$ cat src/pkg/pm_guard_consts.vh
// Constants for the program memory guard and serial entry block.
`ifndef PM_GUARD_CONSTS_VH
`define PM_GUARD_CONSTS_VH
`define PROTECT_PATTERN      3'h0
`define BOOT_START           16'hff60
`define INTERNAL_TOP_DEFAULT 16'hfdff
`define BOOT_WAIT_CLOCKS     8'h50
`define SHIFT_BITS           4'h8
`endif

$ cat src/verilog/program_memory_guard_and_serial_entry.v
// Program memory protection gate and serial programming test mode entry.
`timescale 1ns/1ps
`include "pm_guard_consts.vh"
// Summary of operation
// - All-zero protection mode bits select code-protected mode.
// - Protected: instructions fetched on chip may still read and write program memory.
// - Protected: accesses by instructions fetched outside internal memory are blocked.
// - Unprotected: internal program memory may be read out externally for verification.
// - Test mode entry needs test pin high first, then master clear pin.
// - On entry the program counter is loaded with the boot ROM start.
// - In test mode the device clock comes from the programming clock pin.
// - Boot code sets up the serial port on data and clock lines.
module program_memory_guard_and_serial_entry #(
  parameter [15:0] internal_top = `INTERNAL_TOP_DEFAULT
) (
  input  wire        clk,
  input  wire        reset,
  input  wire [2:0]  protection_mode_bits,
  input  wire [15:0] fetch_address,
  input  wire        mem_read_request,
  input  wire        mem_write_request,
  input  wire        external_readout_request,
  input  wire        test_pin_high,
  input  wire        master_clear_program_voltage_pin,
  input  wire        programming_clock_pin,
  input  wire        serial_clock_line,
  input  wire        serial_data_line_in,
  output reg         serial_data_line_out,
  output reg         serial_data_line_oe,
  output reg         mem_read_grant,
  output reg         mem_write_grant,
  output reg         external_readout_grant,
  output reg         code_protected,
  output reg         test_mode,
  output reg         pc_load,
  output reg  [15:0] pc_value,
  output reg         device_clock_tick,
  output reg         serial_ready,
  output reg  [7:0]  command_byte,
  output reg         command_valid
);

// ----------------------------------------------------------------
// Pin synchronisers
// ----------------------------------------------------------------
  reg [1:0] sync_test;
  reg [1:0] sync_mclr;
  reg [1:0] sync_pclk;
  reg [1:0] sync_sck;
  reg [1:0] sync_sdi;
  reg       pclk_last;
  reg       sck_last;
  always @(posedge clk) begin
    if (reset) begin
      sync_test <= 2'h0;
      sync_mclr <= 2'h0;
      sync_pclk <= 2'h0;
      sync_sck  <= 2'h0;
      sync_sdi  <= 2'h0;
      pclk_last <= 1'h0;
      sck_last  <= 1'h0;
    end else begin
      sync_test <= {sync_test[0], test_pin_high};
      sync_mclr <= {sync_mclr[0], master_clear_program_voltage_pin};
      sync_pclk <= {sync_pclk[0], programming_clock_pin};
      sync_sck  <= {sync_sck[0], serial_clock_line};
      sync_sdi  <= {sync_sdi[0], serial_data_line_in};
      pclk_last <= sync_pclk[1];
      sck_last  <= sync_sck[1];
    end
  end
  wire pclk_rise = sync_pclk[1] & ~pclk_last;
  wire sck_rise  = sync_sck[1] & ~sck_last;

// ----------------------------------------------------------------
// Protection gate
// ----------------------------------------------------------------
  wire protect  = (protection_mode_bits == `PROTECT_PATTERN);
  wire internal = (fetch_address <= internal_top);

// ----------------------------------------------------------------
// Protection status flag
// ----------------------------------------------------------------
  // The flag is registered so that it lines up with the grants below.
  always @(posedge clk) begin
    if (reset) begin
      code_protected <= 1'h0;
    end else begin
      code_protected <= protect;
    end
  end

  always @(posedge clk) begin
    if (reset) begin
      mem_read_grant         <= 1'h0;
      mem_write_grant        <= 1'h0;
      external_readout_grant <= 1'h0;
    end else begin
      // Outside fetches only reach memory when protection is off.
      mem_read_grant         <= mem_read_request & (internal | ~protect);
      mem_write_grant        <= mem_write_request & (internal | ~protect);
      external_readout_grant <= external_readout_request & ~protect;
    end
  end

// ----------------------------------------------------------------
// Test mode entry
// ----------------------------------------------------------------
  localparam st_idle  = 2'h0;
  localparam st_armed = 2'h1;
  localparam st_test  = 2'h2;
  localparam st_block = 2'h3;
  reg [1:0] state;
  reg [1:0] next_state;
  always @* begin
    next_state = state;
    case (state)
      st_idle: begin
        if (sync_mclr[1])
          next_state = st_block;
        else if (sync_test[1])
          next_state = st_armed;
      end
      st_armed: begin
        if (!sync_test[1])
          next_state = st_idle;
        else if (sync_mclr[1])
          next_state = st_test;
      end
      st_test: begin
        if (!sync_test[1] || !sync_mclr[1])
          next_state = st_idle;
      end
      st_block: begin
        // Wrong order: wait until both pins drop before trying again.
        if (!sync_test[1] && !sync_mclr[1])
          next_state = st_idle;
      end
      default: next_state = st_idle;
    endcase
  end

  reg [7:0] boot_count;
  always @(posedge clk) begin
    if (reset) begin
      state     <= st_idle;
      test_mode <= 1'h0;
      pc_load   <= 1'h0;
      pc_value  <= 16'h0000;
    end else begin
      state     <= next_state;
      test_mode <= (next_state == st_test);
      pc_load   <= (state == st_armed) && (next_state == st_test);
      if ((state == st_armed) && (next_state == st_test))
        pc_value <= `BOOT_START;
    end
  end

// ----------------------------------------------------------------
// Device clock from the programming clock pin
// ----------------------------------------------------------------
  // Only programming clock edges count here; the normal oscillator plays no part.
  always @(posedge clk) begin
    if (reset) begin
      device_clock_tick <= 1'h0;
    end else begin
      device_clock_tick <= (state == st_test) & pclk_rise;
    end
  end

// ----------------------------------------------------------------
// Boot delay before the serial port is ready
// ----------------------------------------------------------------
  // The counter saturates so that a slow programmer cannot wrap it to zero.
  always @(posedge clk) begin
    if (reset) begin
      boot_count   <= 8'h00;
      serial_ready <= 1'h0;
    end else if (state != st_test) begin
      boot_count   <= 8'h00;
      serial_ready <= 1'h0;
    end else if (pclk_rise && boot_count != `BOOT_WAIT_CLOCKS) begin
      boot_count <= boot_count + 8'h01;
    end else if (boot_count == `BOOT_WAIT_CLOCKS) begin
      serial_ready <= 1'h1;
    end
  end

// ----------------------------------------------------------------
// Serial command receiver
// ----------------------------------------------------------------
  reg [7:0] shift;
  reg [3:0] bit_count;
  always @(posedge clk) begin
    if (reset) begin
      shift                <= 8'h00;
      bit_count            <= 4'h0;
      command_byte         <= 8'h00;
      command_valid        <= 1'h0;
    end else begin
      command_valid        <= 1'h0;
      // Bits before setup are dropped so the first byte stays aligned.
      if (!serial_ready) begin
        bit_count <= 4'h0;
      end else if (sck_rise) begin
        shift <= {sync_sdi[1], shift[7:1]};
        if (bit_count == `SHIFT_BITS - 4'h1) begin
          bit_count     <= 4'h0;
          command_byte  <= {sync_sdi[1], shift[7:1]};
          command_valid <= 1'h1;
        end else begin
          bit_count <= bit_count + 4'h1;
        end
      end
    end
  end

// ----------------------------------------------------------------
// Serial data line driver
// ----------------------------------------------------------------
  // The block only receives, so the data line is never driven from here.
  always @(posedge clk) begin
    if (reset) begin
      serial_data_line_out <= 1'h0;
      serial_data_line_oe  <= 1'h0;
    end else begin
      serial_data_line_out <= 1'h0;
      serial_data_line_oe  <= 1'h0;
    end
  end
endmodule

$ cat config.mk
export PLATFORM = sky130hd
export DESIGN_NAME = program_memory_guard_and_serial_entry
export DESIGN_NICKNAME = d
export VERILOG_FILES = /design/src/verilog/program_memory_guard_and_serial_entry.v
export VERILOG_INCLUDE_DIRS = /design/src /design/src/pkg
export SDC_FILE = /design/constraint.sdc
export NUM_CORES = 1
export LEC_CHECK = 0
export BUFFER_PORTS_ARGS = -buffer_cell sky130_fd_sc_hd__buf_2
export CAP_MARGIN = 40
export CORE_MARGIN = 2
export CORE_UTILIZATION = 52
export CTS_BUF_LIST = sky130_fd_sc_hd__clkbuf_4 sky130_fd_sc_hd__clkbuf_8
export DETAILED_ROUTE_END_ITERATION = 6
export MAX_ROUTING_LAYER = met4
export PLACE_DENSITY = 0.87
export SYNTH_ARGS = -nofsm -noshare
export SYNTH_HDL_FRONTEND = slang
export SYNTH_SLANG_ARGS = --single-unit
$ cat constraint.sdc
create_clock -name clk -period 1.7 [get_ports clk]
set_input_delay 0.085 -clock clk [delete_from_list [all_inputs] [get_ports clk]]
set_output_delay 0.085 -clock clk [all_outputs]
set_load 0.01 [all_outputs]
==> summary.md <==
| Metric | Value |
|---|---|
| Hold path startpoint | `test_pin_high` |
| Average size of a mapped cell | `9.18 um2` |
| Post-synth ARST share | `0` |
| Final instance area | `roughly 2400 um2` |
| Die area | `4420 um2` |
| DR vias/cell | `a little over 5` |
| Cell count of the worst hold path | `2` |
| Hpwl dp | `2460 um` |
| Initial antenna violation count | `0` |
| Pleak | `0.935 nW` |
| Max Fclk | `655 MHz` |
| Num rows | `22` |
| Critical Path, Cell by Cell | `inv_1, ha_1, and4bb_2, a31oi_1, mux2i_1` |
| Register area share after synthesis | `0.503` |
| CTS tree | `built` |
| Outcome | `completed` |
| Tmin final | `1.53 ns` |
| Largest net degree at the start of global routing | `27` |
| GRT overflow | `0` |
| Area leader, netlist | `dfxtp_1` |
| Yosys cell types | `roughly 40` |
| FF-to-FF Start | `boot_count[0]` |
| Main synth FF type | `dfxtp_1` |
| Worst r2r path cells | `5` |
| TNS Setup | `0 ns` |
| Drt pass-1 iters | `4` |
| RePlAce Congestion | `roughly 0.83` |
| CTS Buf Count | `5` |
| Final period utilization | `0.898` |
| Dpl ws | `0.175 ns` |
| Share of cells above drive strength 1 | `0.230` |
| Worst setup EP type | `flop` |
| # DRC | `0` |
| H-tree depth | `2` |
| DRT iter0 DRCs | `65` |
| Clk pin slew, worst setup/hold paths | `0.08 ns` |
| Internal power | `1.69 mW` |
| Die Wd | `66.5 um` |
| Vias in the first global route | `1518` |
| Flop pwr share | `0.575` |
| Top cell type's share of synthesized area | `0.503` |
| Global-route wire length before repair | `6290 um` |
| Critical path class | `reg -> reg` |
| Crit-path slowest cell | `dfxtp_1` |
| Synth cell count leaders | `dfxtp_1, a21oi_1, nand2_1` |
| Worst skew pair latency | `0.31 ns` |
| Total track usage | `0.190` |
| Largest stage delay on the critical path | `0.39 ns` |
| Cells after Synth | `221` |
| PnR Total Power | `2.13 mW` |
| Max clock buf depth | `2` |
| Routed length per instance | `between 10 and 15 um` |
| Die height | `66.5 um` |
| Top-count cell post-synth | `dfxtp_1` |
| Count of input and output buffers | `46` |
| Root Buffer | `clkbuf_8` |
| Nets@finish | `297` |
| Comb pwr share | `0.045` |
| Req. time, crit path | `1.93 ns` |
| Hold crit path type | `in -> reg` |
| Net switching power | `0.434 mW` |
| Max Cap Viol | `0` |
| Synthesis-to-layout area growth | `17.0%` |
| Dpl cell area | `2190 um2` |
| R2r setup slk | `0.17 ns` |
| Starting Density | `0.546` |
| Final Core Density | `0.639` |
| Setup ws final | `0.174 ns` |
| Pins over their slew limit | `0` |
| Peak VDD IR | `0.000584 V` |
| Clk_skew | `~0.012 ns` |
| Antenna diodes | `0` |
| CP startpoint kind | `flop` |
| Num Clock Sinks | `51` |
| Hold path endpoint | `sync_test[0]` |
| Sw Share | `0.204` |
| Arr. time, crit path | `roughly 1.8 ns` |
| DRT Wirelength | `3620 um` |
| Final Hold Viols | `0` |
| Post-synth EDFFs | `0` |
| Io pins | `64` |
| P per Cell Area | `between 800 and 900 nW/um2` |
| Vias | `approximately 1600` |
| Reg-to-Reg End | `boot_count[0]` |
| Crit path max fanout | `4` |
| Clock power share | `0.380` |
| Cell area after synthesis | `between 2000 and 2500 um2` |
| #FFs+latches synth | `51` |
| Final setup fails | `0` |
| RSZ-0062 raised after global routing | `no` |
| Synth warn | `0` |
| Core area | `approximately 3700 um2` |
| DRT antenna net count | `0` |
| Area contributors post-synth | `dfxtp_1, buf_4, a21oi_1, nand2_1, nor2b_1` |
## how the worst max path moves through the flow
stage / start / endpoint / slack (ns)
after floorplan: boot_count[0] / boot_count[2] / 0.34
after global placement: boot_count[0] / boot_count[0] / 0.27
after detailed placement: boot_count[0] / boot_count[0] / 0.17
after CTS: boot_count[0] / boot_count[0] / 0.17
after global routing: boot_count[0] / boot_count[0] / 0.09
final: boot_count[0] / boot_count[0] / 0.17
## logic make-up after synthesis
family / after synthesis / share of synthesized area
AND/OR/NAND/NOR: 83 / 0.233
multiplexers: 3 / 0.0148
other: 1 / 0.00185
adder cells (fa/ha/maj): 3 / 0.0185
buffers and inverters: 31 / 0.0944
flip-flops: 51 / 0.503
XOR/XNOR: 1 / 0.00432
AO/OA/AOI/OAI: 48 / 0.130
## routing by layer
metal  global-route usage  vias up  wire [um]
met5                    -        -          0
met4               0.0995        0         72
met3               0.0355        7        195
met2                0.315       60       1760
met1                0.218      732       1590
li1                     -      818          -
## placed cells by master (no fill, tap or decap), drive strengths merged, types with 2 or more instances in the layout
cell | netlist | routed
a21oi | 25 | 25
a31oi | 3 | 3
and2 | 2 | 2
and3b | 2 | 2
buf | 22 | 48
clkbuf | 4 | 5
conb | 1 | 8
dfxtp | 51 | 51
dlygate4sd3 | 0 | 8
ha | 3 | 3
inv | 5 | 5
mux2i | 3 | 3
nand2 | 22 | 22
nand2b | 4 | 4
nand3 | 11 | 11
nand3b | 5 | 5
nor2 | 7 | 7
nor2b | 12 | 12
nor3 | 2 | 2
nor3b | 2 | 2
o21ai | 14 | 14
o31ai | 2 | 2
or3 | 4 | 4
or4 | 3 | 3
## power by group through the flow
stage / logic, mW / clock network, mW / registers, mW
4_1_cts: 0.0954 / 0.825 / 1.22
3_3_place_gp: 0.0800 / 0 / 1.25
2_1_floorplan: 0.0617 / 0 / 1.25
3_5_place_dp: 0.0823 / 0 / 1.25
6_report: 0.0959 / 0.807 / 1.22
5_1_grt: 0.107 / 0.871 / 1.23
## worst max-delay path, delay by kind of cell, from the launching register on
kind                       cells  cell delay, ns
and+or+nand+nor                1            0.24
buffers and inverters          1            0.08
muxes                          1            0.23
DFF                            1            0.39
AOI/OAI and AO/OA              1            0.33
adders and majority gates      1            0.20
## state kept, by name, indices dropped and copies added, names as in the netlist
register and flops:
sck_last 1, pc_value 1, command_valid 1, serial_ready 1, code_protected 1, sync_sck 2
boot_count 8, state 2, pc_load 1, mem_write_grant 1, external_readout_grant 1, shift 7
sync_mclr 2, sync_pclk 2, sync_sdi 2, pclk_last 1, test_mode 1, mem_read_grant 1
device_clock_tick 1, bit_count 4, command_byte 8, sync_test 2
## timing repair
action / 4_1_cts / 5_1_grt
setup buffers: 0 / 0
hold endpoints to repair: 7 / 0
gates resized for setup: 0 / 0
hold buffers: 8 / 0
## metrics by stage
stage / hold WS [ns] / cells
2_1_floorplan: 0.161 / 228
3_3_place_gp: 0.266 / 298
3_5_place_dp: 0.267 / 298
4_1_cts: 0.0130 / 313
5_1_grt: 0.0411 / 313
6_report: 0.0157 / 313
## final cells by class
class                      count  area, um2
sequential                    51       1020
fill                         315       1340
tap                           48       60.1
clock buffer                   5       68.8
timing repair buffer          56        325
inverter                       5       18.8
clock inverter                 2       37.5
multi-input combinational    146        842
Note: power is estimated with default switching activity, not from simulation.
